===== src/rtl/lamp_pkg.sv =====
// Constants and types shared by the lamp brightness and switch control block
package lamp_pkg;

  ////////////////////////////////////////////////////////////////////////////
  // Brightness code
  localparam int             LEVEL_W   = 5;
  localparam logic [LEVEL_W-1:0] LEVEL_MID = 5'h10;
  localparam logic [LEVEL_W-1:0] LEVEL_MAX = 5'h1f;
  localparam logic [LEVEL_W-1:0] LEVEL_MIN = 5'h00;

  ////////////////////////////////////////////////////////////////////////////
  // Switching rate
  localparam int CLK_HZ      = 200_000_000;
  localparam int SLOW_HZ     = 145_000;
  localparam int FAST_HZ     = 290_000;
  localparam int PERIOD_SLOW = CLK_HZ / SLOW_HZ;
  localparam int PERIOD_FAST = CLK_HZ / FAST_HZ;
  localparam int CYC_W       = 11;
  localparam logic [CYC_W-1:0] LAST_SLOW = CYC_W'(PERIOD_SLOW - 1);
  localparam logic [CYC_W-1:0] LAST_FAST = CYC_W'(PERIOD_FAST - 1);

  ////////////////////////////////////////////////////////////////////////////
  // Pin synchroniser lanes
  localparam int PIN_UP    = 0;
  localparam int PIN_DOWN  = 1;
  localparam int PIN_PD    = 2;
  localparam int PIN_SYNC  = 3;
  localparam int PIN_REF   = 4;
  localparam int PIN_CS    = 5;
  localparam int PIN_OTP   = 6;
  localparam int PIN_COUNT = 7;

  ////////////////////////////////////////////////////////////////////////////
  // Register map
  localparam int          ADDR_W     = 12;
  localparam logic [ADDR_W-1:0] OFS_CTRL   = 12'h000;
  localparam logic [ADDR_W-1:0] OFS_STATUS = 12'h004;
  localparam int          CTRL_LAMP_ON = 0;
  localparam logic        CTRL_LAMP_ON_RESET = 1'b1;
  localparam int          ST_LEVEL     = 0;
  localparam int          ST_SWITCH    = 5;
  localparam int          ST_DISCHARGE = 6;
  localparam int          ST_SHUTDOWN  = 7;
  localparam int          ST_OTP       = 8;
  localparam int          ST_FAST      = 9;

  ////////////////////////////////////////////////////////////////////////////
  // Switch cycle states
  typedef enum logic [1:0] {
    CYC_IDLE = 2'b00,
    CYC_ON   = 2'b01,
    CYC_OFF  = 2'b11
  } cycle_state_t;

endpackage


===== src/rtl/level_if.sv =====
// Step requests and brightness code between the top and the counter
`timescale 1ns/10ps
interface level_if;
  import lamp_pkg::*;
  logic               inc_edge;
  logic               dec_edge;
  logic               preset;
  logic [LEVEL_W-1:0] level;
  modport src (output inc_edge, output dec_edge, output preset, input level);
  modport cnt (input inc_edge, input dec_edge, input preset, output level);
endinterface


===== src/rtl/edge_sync.sv =====
// Two-stage pin synchroniser with rising-edge detect
`timescale 1ns/10ps
module edge_sync #(
  parameter int W = 1
) (
  // Clock and reset
  input  wire logic         clk,
  input  wire logic         rst_n,
  // Raw pins
  input  wire logic [W-1:0] raw,
  // Synchronised levels and edges
  output logic      [W-1:0] lvl,
  output logic      [W-1:0] rise
);

  logic [W-1:0] meta;
  logic [W-1:0] prev;
  logic [W-1:0] next_meta;
  logic [W-1:0] next_lvl;
  logic [W-1:0] next_prev;

  always_comb begin
    next_meta = raw;
    next_lvl  = meta;
    next_prev = lvl;
  end

  always_ff @(posedge clk or negedge rst_n) begin
    if (!rst_n) begin
      meta <= '0;
      lvl  <= '0;
      prev <= '0;
    end else begin
      meta <= next_meta;
      lvl  <= next_lvl;
      prev <= next_prev;
    end
  end

  // Edge seen only on the second stage
  assign rise = lvl & ~prev;

endmodule


===== src/rtl/bright_counter.sv =====
// Saturating up/down brightness counter with mid-scale preset
`timescale 1ns/10ps
module bright_counter
  import lamp_pkg::*;
(
  // Clock and reset
  input  wire logic clk,
  input  wire logic rst_n,
  // Step requests and code
  level_if.cnt      bus
);

  logic [LEVEL_W-1:0] level;
  logic [LEVEL_W-1:0] next_level;

  always_comb begin
    next_level = level;
    if (bus.preset) begin
      next_level = LEVEL_MID;
    end else if (bus.inc_edge && !bus.dec_edge && level != LEVEL_MAX) begin
      next_level = level + LEVEL_W'(1);
    end else if (bus.dec_edge && !bus.inc_edge && level != LEVEL_MIN) begin
      next_level = level - LEVEL_W'(1);
    end
  end

  always_ff @(posedge clk or negedge rst_n) begin
    if (!rst_n) begin
      level <= LEVEL_MID;
    end else begin
      level <= next_level;
    end
  end

  assign bus.level = level;

  chk_preset_mid: assert property (@(posedge clk) disable iff (!rst_n)
    bus.preset |=> level == LEVEL_MID) else $error("preset did not load mid-scale");

  chk_inc_step: assert property (@(posedge clk) disable iff (!rst_n)
    bus.inc_edge && !bus.dec_edge && !bus.preset && level != LEVEL_MAX |=> level == $past(level) + 5'h01)
    else $error("increment did not raise code by one");

  chk_dec_step: assert property (@(posedge clk) disable iff (!rst_n)
    bus.dec_edge && !bus.inc_edge && !bus.preset && level != LEVEL_MIN |=> level == $past(level) - 5'h01)
    else $error("decrement did not lower code by one");

  chk_no_wrap: assert property (@(posedge clk) disable iff (!rst_n)
    !bus.preset && ((level == LEVEL_MAX && !bus.dec_edge) || (level == LEVEL_MIN && !bus.inc_edge))
    |=> $stable(level)) else $error("counter wrapped at an end");

endmodule


===== src/rtl/lamp_brightness_switch_control.sv =====
// Lamp brightness counter, switch cycle control, soft-start and APB registers
//
// The APB slave port and the address map were chosen for this implementation.
`timescale 1ns/10ps

// Function
// - Brightness is 5-bit code driving DAC
// - Power-on or both inputs high: mid-scale
// - Rising step-up edge raises code by one
// - Rising step-down edge lowers code by one
// - Code saturates at both ends, no wrap
// - Shutdown keeps the brightness code intact
// - Switch on each period, off on trip
// - Open-tube trip holds the switch off
// - Rate select picks 145kHz or 290kHz
// - Sync rising edge restarts cycle, switch on
// - Discharge at reset, code zero, shutdown, off
// - Charge soft-start whenever not discharging
// - Low shutdown pin enters low-power mode
module lamp_brightness_switch_control
  import lamp_pkg::*;
(
  // APB clock and reset
  input  wire logic              pclk,
  input  wire logic              presetn,
  // APB slave
  input  wire logic              psel,
  input  wire logic              penable,
  input  wire logic              pwrite,
  input  wire logic [ADDR_W-1:0] paddr,
  input  wire logic [31:0]       pwdata,
  output logic      [31:0]       prdata,
  output logic                   pready,
  output logic                   pslverr,
  // Host step and shutdown pins
  input  wire logic              step_up_in,
  input  wire logic              step_down_in,
  input  wire logic              power_down_n,
  // Rate select and sync comparators
  input  wire logic              freq_sel_ref,
  input  wire logic              freq_sel_pin,
  // Analog comparators
  input  wire logic              cs_trip,
  input  wire logic              otp_trip,
  // Lamp control outputs
  output logic      [LEVEL_W-1:0] dac_code,
  output logic                   switch_drive,
  output logic                   ss_discharge,
  output logic                   ss_charge,
  output logic                   low_power
);

  ////////////////////////////////////////////////////////////////////////////
  // Pin synchronisers and brightness counter

  logic [PIN_COUNT-1:0] pin_raw;
  logic [PIN_COUNT-1:0] pin_lvl;
  logic [PIN_COUNT-1:0] pin_rise;

  assign pin_raw = {otp_trip, cs_trip, freq_sel_ref, freq_sel_pin,
                    power_down_n, step_down_in, step_up_in};

  edge_sync #(
    .W (PIN_COUNT)
  ) u_sync (
    .clk   (pclk),
    .rst_n (presetn),
    .raw   (pin_raw),
    .lvl   (pin_lvl),
    .rise  (pin_rise)
  );

  level_if lvl_bus ();

  assign lvl_bus.inc_edge = pin_rise[PIN_UP];
  assign lvl_bus.dec_edge = pin_rise[PIN_DOWN];
  // Both pins high reloads mid-scale every cycle
  assign lvl_bus.preset   = pin_lvl[PIN_UP] & pin_lvl[PIN_DOWN];

  bright_counter u_cnt (
    .clk   (pclk),
    .rst_n (presetn),
    .bus   (lvl_bus.cnt)
  );

  assign dac_code = lvl_bus.level;

  logic shutdown;
  logic fast_rate;
  logic otp_hit;
  logic cs_hit;
  logic sync_rise;

  // Synchronisers reset low, so shutdown holds until the pin is seen
  assign shutdown  = ~pin_lvl[PIN_PD];
  assign fast_rate = pin_lvl[PIN_REF];
  assign otp_hit   = pin_lvl[PIN_OTP];
  assign cs_hit    = pin_lvl[PIN_CS];
  assign sync_rise = pin_rise[PIN_SYNC];

  ////////////////////////////////////////////////////////////////////////////
  // Soft-start and shutdown

  logic lamp_on;
  logic lamp_off;
  logic next_discharge;
  logic next_charge;
  logic next_low_power;

  // Lamp dark: code zero, shutdown or software off
  assign lamp_off = (lvl_bus.level == LEVEL_MIN) | shutdown | ~lamp_on;

  always_comb begin
    next_discharge = lamp_off;
    next_charge    = ~lamp_off;
    next_low_power = shutdown;
  end

  always_ff @(posedge pclk or negedge presetn) begin
    if (!presetn) begin
      ss_discharge <= 1'b1;
      ss_charge    <= 1'b0;
      low_power    <= 1'b1;
    end else begin
      ss_discharge <= next_discharge;
      ss_charge    <= next_charge;
      low_power    <= next_low_power;
    end
  end

  ////////////////////////////////////////////////////////////////////////////
  // Switch cycle controller

  cycle_state_t     state;
  cycle_state_t     next_state;
  logic [CYC_W-1:0] cyc_cnt;
  logic [CYC_W-1:0] next_cyc_cnt;
  logic [CYC_W-1:0] cyc_last;
  logic             next_switch;
  logic             period_end;
  logic             cycle_start;
  logic             keep_on;

  assign cyc_last    = fast_rate ? LAST_FAST : LAST_SLOW;
  // Greater-or-equal covers a rate change mid-period
  assign period_end  = cyc_cnt >= cyc_last;
  assign cycle_start = sync_rise | period_end;

  always_comb begin
    keep_on = 1'b0;
    unique case (state)
      CYC_IDLE: keep_on = 1'b0;
      CYC_ON:   keep_on = ~cs_hit;
      CYC_OFF:  keep_on = 1'b0;
      default:  keep_on = 1'b0;
    endcase
    next_cyc_cnt = cycle_start ? '0 : cyc_cnt + CYC_W'(1);
    next_switch  = 1'b0;
    next_state   = CYC_IDLE;
    if (lamp_off) begin
      next_cyc_cnt = '0;
    end else begin
      // First cycle begins straight out of idle
      next_switch = ~otp_hit & (cycle_start | keep_on | (state == CYC_IDLE));
      next_state  = next_switch ? CYC_ON : CYC_OFF;
      if (state == CYC_IDLE) begin
        next_cyc_cnt = '0;
      end
    end
  end

  always_ff @(posedge pclk or negedge presetn) begin
    if (!presetn) begin
      state        <= CYC_IDLE;
      cyc_cnt      <= '0;
      switch_drive <= 1'b0;
    end else begin
      state        <= next_state;
      cyc_cnt      <= next_cyc_cnt;
      switch_drive <= next_switch;
    end
  end

  ////////////////////////////////////////////////////////////////////////////
  // APB slave

  logic        acc_wr;
  logic        acc_rd_setup;
  logic        mapped;
  logic        next_lamp_on;
  logic [31:0] next_prdata;
  logic [31:0] status_word;

  assign mapped       = (paddr == OFS_CTRL) | (paddr == OFS_STATUS);
  assign acc_wr       = psel & penable & pwrite & (paddr == OFS_CTRL);
  assign acc_rd_setup = psel & ~penable & ~pwrite;
  assign pready       = 1'b1;
  assign pslverr      = psel & penable & ~mapped;

  always_comb begin
    status_word                       = '0;
    status_word[ST_LEVEL +: LEVEL_W]  = lvl_bus.level;
    status_word[ST_SWITCH]            = switch_drive;
    status_word[ST_DISCHARGE]         = ss_discharge;
    status_word[ST_SHUTDOWN]          = shutdown;
    status_word[ST_OTP]               = otp_hit;
    status_word[ST_FAST]              = fast_rate;
    next_lamp_on = acc_wr ? pwdata[CTRL_LAMP_ON] : lamp_on;
    next_prdata  = prdata;
    if (acc_rd_setup) begin
      if (paddr == OFS_CTRL) begin
        next_prdata = 32'h0000_0000;
        next_prdata[CTRL_LAMP_ON] = lamp_on;
      end else if (paddr == OFS_STATUS) begin
        next_prdata = status_word;
      end else begin
        next_prdata = 32'h0000_0000;
      end
    end
  end

  always_ff @(posedge pclk or negedge presetn) begin
    if (!presetn) begin
      lamp_on <= CTRL_LAMP_ON_RESET;
      prdata  <= 32'h0000_0000;
    end else begin
      lamp_on <= next_lamp_on;
      prdata  <= next_prdata;
    end
  end

  ////////////////////////////////////////////////////////////////////////////
  // Checks

  chk_otp_forces_off: assert property (@(posedge pclk) disable iff (!presetn)
    otp_hit |=> !switch_drive) else $error("switch on during open-tube trip");

  chk_period_turn_on: assert property (@(posedge pclk) disable iff (!presetn)
    period_end && !lamp_off && !otp_hit && state != CYC_IDLE |=> switch_drive && cyc_cnt == 11'h000)
    else $error("switch not on at period start");

  chk_cs_turn_off: assert property (@(posedge pclk) disable iff (!presetn)
    state == CYC_ON && cs_hit && !cycle_start |=> !switch_drive && state != CYC_ON)
    else $error("switch stayed on after current trip");

  chk_sync_restart: assert property (@(posedge pclk) disable iff (!presetn)
    sync_rise && !lamp_off && !otp_hit |=> switch_drive && cyc_cnt == 11'h000)
    else $error("sync edge did not restart cycle");

  chk_rate_period: assert property (@(posedge pclk) disable iff (!presetn)
    state != CYC_IDLE |-> cyc_cnt <= (fast_rate ? LAST_FAST : LAST_SLOW) || $changed(fast_rate) || $past(fast_rate) != fast_rate)
    else $error("period counter ran past its rate");

  chk_dark_idle: assert property (@(posedge pclk) disable iff (!presetn)
    lamp_off |=> ss_discharge && !ss_charge && !switch_drive && state == CYC_IDLE)
    else $error("dark lamp left switch or soft-start active");

  chk_charge_follows: assert property (@(posedge pclk) disable iff (!presetn)
    !lamp_off |=> ss_charge && !ss_discharge) else $error("soft-start not charging");

  chk_shutdown_keeps: assert property (@(posedge pclk) disable iff (!presetn)
    shutdown && !lvl_bus.inc_edge && !lvl_bus.dec_edge && !lvl_bus.preset
    |=> $stable(lvl_bus.level) && low_power) else $error("shutdown disturbed code or mode");

  chk_idle_start: assert property (@(posedge pclk) disable iff (!presetn)
    state == CYC_IDLE && !lamp_off && !otp_hit |=> switch_drive && cyc_cnt == 11'h000)
    else $error("switch not on when leaving idle");

  chk_no_mid_on: assert property (@(posedge pclk) disable iff (!presetn)
    !switch_drive && !cycle_start && state != CYC_IDLE |=> !switch_drive)
    else $error("switch turned on in mid-period");

  chk_period_length: assert property (@(posedge pclk) disable iff (!presetn)
    period_end && !$changed(fast_rate) |-> cyc_cnt == (fast_rate ? LAST_FAST : LAST_SLOW))
    else $error("period ended at wrong count");

  chk_zero_dark: assert property (@(posedge pclk) disable iff (!presetn)
    lvl_bus.level == LEVEL_MIN |=> ss_discharge && !switch_drive)
    else $error("zero code left lamp running");

  chk_shutdown_off: assert property (@(posedge pclk) disable iff (!presetn)
    shutdown |=> low_power && !switch_drive && ss_discharge)
    else $error("shutdown left switch running");

  chk_wake_normal: assert property (@(posedge pclk) disable iff (!presetn)
    !shutdown |=> !low_power)
    else $error("low-power mode without shutdown");

  ////////////////////////////////////////////////////////////////////////////
  // Register checks

  chk_ctrl_write: assert property (@(posedge pclk) disable iff (!presetn)
    psel && penable && pwrite && paddr == OFS_CTRL |=> lamp_on == $past(pwdata[CTRL_LAMP_ON]))
    else $error("lamp-on bit not written");

  chk_ctrl_read: assert property (@(posedge pclk) disable iff (!presetn)
    psel && !penable && !pwrite && paddr == OFS_CTRL |=> prdata[CTRL_LAMP_ON] == lamp_on)
    else $error("lamp-on bit read wrong");

  chk_status_code: assert property (@(posedge pclk) disable iff (!presetn)
    psel && !penable && !pwrite && paddr == OFS_STATUS |=> prdata[ST_LEVEL +: LEVEL_W] == $past(lvl_bus.level))
    else $error("status code read wrong");

endmodule


===== config.mk =====
export PLATFORM = sky130hd
export DESIGN_NAME = lamp_brightness_switch_control
export DESIGN_NICKNAME = d
export VERILOG_FILES = /design/src/rtl/lamp_pkg.sv /design/src/rtl/level_if.sv /design/src/rtl/edge_sync.sv /design/src/rtl/bright_counter.sv /design/src/rtl/lamp_brightness_switch_control.sv
export SDC_FILE = /design/constraint.sdc
export NUM_CORES = 1
export LEC_CHECK = 0
export BUFFER_PORTS_ARGS = -buffer_cell sky130_fd_sc_hd__buf_2
export CAP_MARGIN = 0
export CORE_AREA = 2 2 91 93
export CTS_BUF_LIST = sky130_fd_sc_hd__clkbuf_4 sky130_fd_sc_hd__clkbuf_8 sky130_fd_sc_hd__clkbuf_16
export DETAILED_ROUTE_END_ITERATION = 10
export DIE_AREA = 0 0 93 95
export GPL_TIMING_DRIVEN = 1
export PLACE_DENSITY = 0.55
export SYNTH_ARGS = -nofsm -noshare
export SYNTH_HDL_FRONTEND = slang
export SYNTH_SLANG_ARGS = --single-unit

===== constraint.sdc =====
create_clock -name pclk -period 5 [get_ports pclk]
set_input_delay 0.75 -clock pclk [delete_from_list [all_inputs] [get_ports pclk]]
set_output_delay 0.75 -clock pclk [all_outputs]
set_load 0.1 [all_outputs]

==> out/metrics.csv <==
metric;value;unit
synth-edff-count;0;
root_buffer;clkbuf_8;
worstPathArrival;2110;ps
yosysWarnings;0;
hold_path.class;reg2reg;
final-setup-viol-count;0;
status;finished, final reports clean;
place_congestion;0.8181;
pwr-share-comb;0.326;
critical_path_class;in2out;
core;7928;um2
clk_path_buf_depth;2;
synth_ff_type;dfrtp_1;
power_density;385.8;nW/um2
grt_max_degree;50;
postCtsResizedCells;0;
wl;3.929;mm
multi_input_area;934.6;um2
ioPinCount;99;
grt_pass1_wl;6.879;mm
p_leak;1.295;nW
postCtsSetupRepairBufs;0;
clk_latency;290;ps
wl_per_cell;11.04;um
hold_viol_final;0;
ys_async_sr_fraction;1.000;
max_cap_viol_count;0;
areaGrowthSynthToFinish;14.50;%
grt_overflow_total;0;
synthMostInstantiatedCell;dfrtp_1;
synthTopCellsByArea;dfrtp_1, buf_4, ha_1;
syn_avg_cell_area;11.43;um2
synth.area.mux_share;0.01348;
hold_ws;346.7;ps
fill_cells;817;
fin_area;2658;um2
track_usage;0.09837;
switching_share;0.4109;
first_global_vias;1574;
fin_ws;2138;ps
die_y;95;um
viasPerCell;4.301;
final_nets;318;
dr.pass1.iters;4;
num_vias;1531;
min_period_over_period;0.5723;
htree_levels;2;
syn_inst;203;
fmax;349.5;MHz
core.rowCount;33;
synth-compound-area-share;0.1003;
p_int;0.6039;mW
drv_slew;0;
ys_seq_elements;49;
power.switching;0.4213;mW
synth_seq_area_share;0.5305;
yosys.area_share.simple;0.1385;
slew_headroom;0.5748;
cp_max_fo;4;
n_antenna_cell;0;
path_clk_slew;90;ps
drive_gt1_frac;0.2789;
port_buffers;44;
seq_area;1231;um2
tightestPinTransition;631.9;ps
ys_types;41;
numCtsBuffers;5;
hpwl;2.924;mm
finalNonFillerCells;356;
yosys.area.top_type;dfrtp_1;
fin_skew;6.197;ps
cp-start-kind;input pin;
cts_tree;built;
fin_tns_setup;0;ps
die_w;93;um
grt_antenna_before_repair;0;
cts_sinks;49;
antenna_violating_nets_post_route;0;
min_period;2862;ps
die-area;8835;um2
synth_top_area_frac;0.4852;
seqPwrFrac;0.444;
preCtsSetupSlack;2145;ps
drcViolationCount;0;
first_iter_violations;83;
cp_data_required_time;4250;ps
initial_core_util;0.2928;
critPathCaptureType;output pin;
synth_common_cells;dfrtp_1, buf_4, ha_1, inv_1, nor2_1;
p_clk_frac;0.230;
place_area;2566;um2
synthXorXnorAreaFrac;0.04528;
holdBufCountCts;0;
synth_top_family_by_area;simple AND/OR/NAND/NOR gates;
synthAdderAreaFrac;0.06792;
rsz0062_at_grt;no;
placed_cells;348;
synth_area;2321;um2
ir_drop;0.1301;mV
## metal layers
| layer | wire (um) | global-route usage | part of all wire | vias to the layer above |
|---|---|---|---|---|
| met5 | 0 | 0 | 0 | - |
| met4 | 53 | 0.04657 | 0.013 | 0 |
| met1 | 1760 | 0.1190 | 0.45 | 732 |
| met3 | 236 | 0.02953 | 0.060 | 4 |
| met2 | 1878 | 0.1612 | 0.48 | 43 |
| li1 | - | - | - | 752 |
## final cells by class
cell class              count  share of cell area
multi-input cells         138              0.3517
flip-flops and latches     49              0.4633
clock buffers               7             0.03154
well taps                 105             0.04944
clock inverters             1            0.002825
repair buffers             45             0.08569
inverters                  11             0.01554
## power by group through the flow
stage / registers (mW) / clock network, mW / logic (mW)
6_report: 0.455 / 0.236 / 0.335
2_1_floorplan: 0.570 / 0 / 0.185
5_1_grt: 0.461 / 0.269 / 0.355
3_5_place_dp: 0.465 / 0 / 0.337
3_3_place_gp: 0.464 / 0 / 0.336
4_1_cts: 0.456 / 0.252 / 0.337
## state kept, by name (all words and copies together), names as in the netlist
name / flops
switch_drive: 1
lamp_on: 1
u_sync.meta: 7
u_cnt.bus.level: 5
u_sync.prev: 3
state: 2
cyc_cnt: 11
u_sync.lvl: 7
prdata: 10
ss_discharge: 1
low_power: 1
## placed cells by master (no fill, tap or decap), types with 2 or more instances in the layout
cell / Yosys / final
a22o_1: 10 / 10
mux2i_1: 2 / 2
dfrtp_1: 45 / 45
a21o_1: 3 / 3
conb_1: 2 / 23
nor4_1: 6 / 6
dfstp_2: 4 / 4
nand2_1: 7 / 7
clkbuf_8: 0 / 5
nand3_1: 6 / 6
a21oi_1: 6 / 6
xor2_1: 5 / 5
nor2_1: 11 / 11
inv_1: 11 / 11
o22a_1: 2 / 2
nand4_1: 4 / 4
clkbuf_4: 0 / 2
o2bb2ai_1: 3 / 3
nor2_2: 9 / 9
nor3_1: 4 / 4
ha_1: 11 / 11
a31oi_1: 2 / 2
buf_2: 1 / 44
and4b_1: 2 / 2
xnor2_1: 7 / 7
## stage by stage
step	utilization	power [mW]
detailed placement	0.3237	0.8013
global route	0.3352	1.085
floorplan	-	0.7553
global placement	0.3237	0.7993
finish	0.3352	1.025
CTS	0.3352	1.045
## critical path, stage by stage
cell     delay (ps)
buf_2           100
nor4_1          260
nand2_1         100
nor4_1          490
nor2_1          100
buf_2           320
## worst paths after layout
path,startpoint,endpoint,slack (ps),cells after the start
min,u_sync.meta[0],u_sync.lvl[0],350,0
max,paddr[1],pslverr,2140,6
max reg2reg,u_sync.lvl[4],cyc_cnt[5],2720,7
min in group asynchronous,presetn,cyc_cnt[0],540,2
min reg2reg,u_sync.meta[0],u_sync.lvl[0],350,0
max in group asynchronous,presetn,u_sync.prev[3],4050,2
## kinds of logic after synthesis
group / after synthesis
compound gates: 31
flops: 49
fa+ha+maj: 12
xor+xnor: 12
buf+inv: 37
other cells: 2
simple gates: 57
mux: 3
Power figures use the tool's default switching activity.
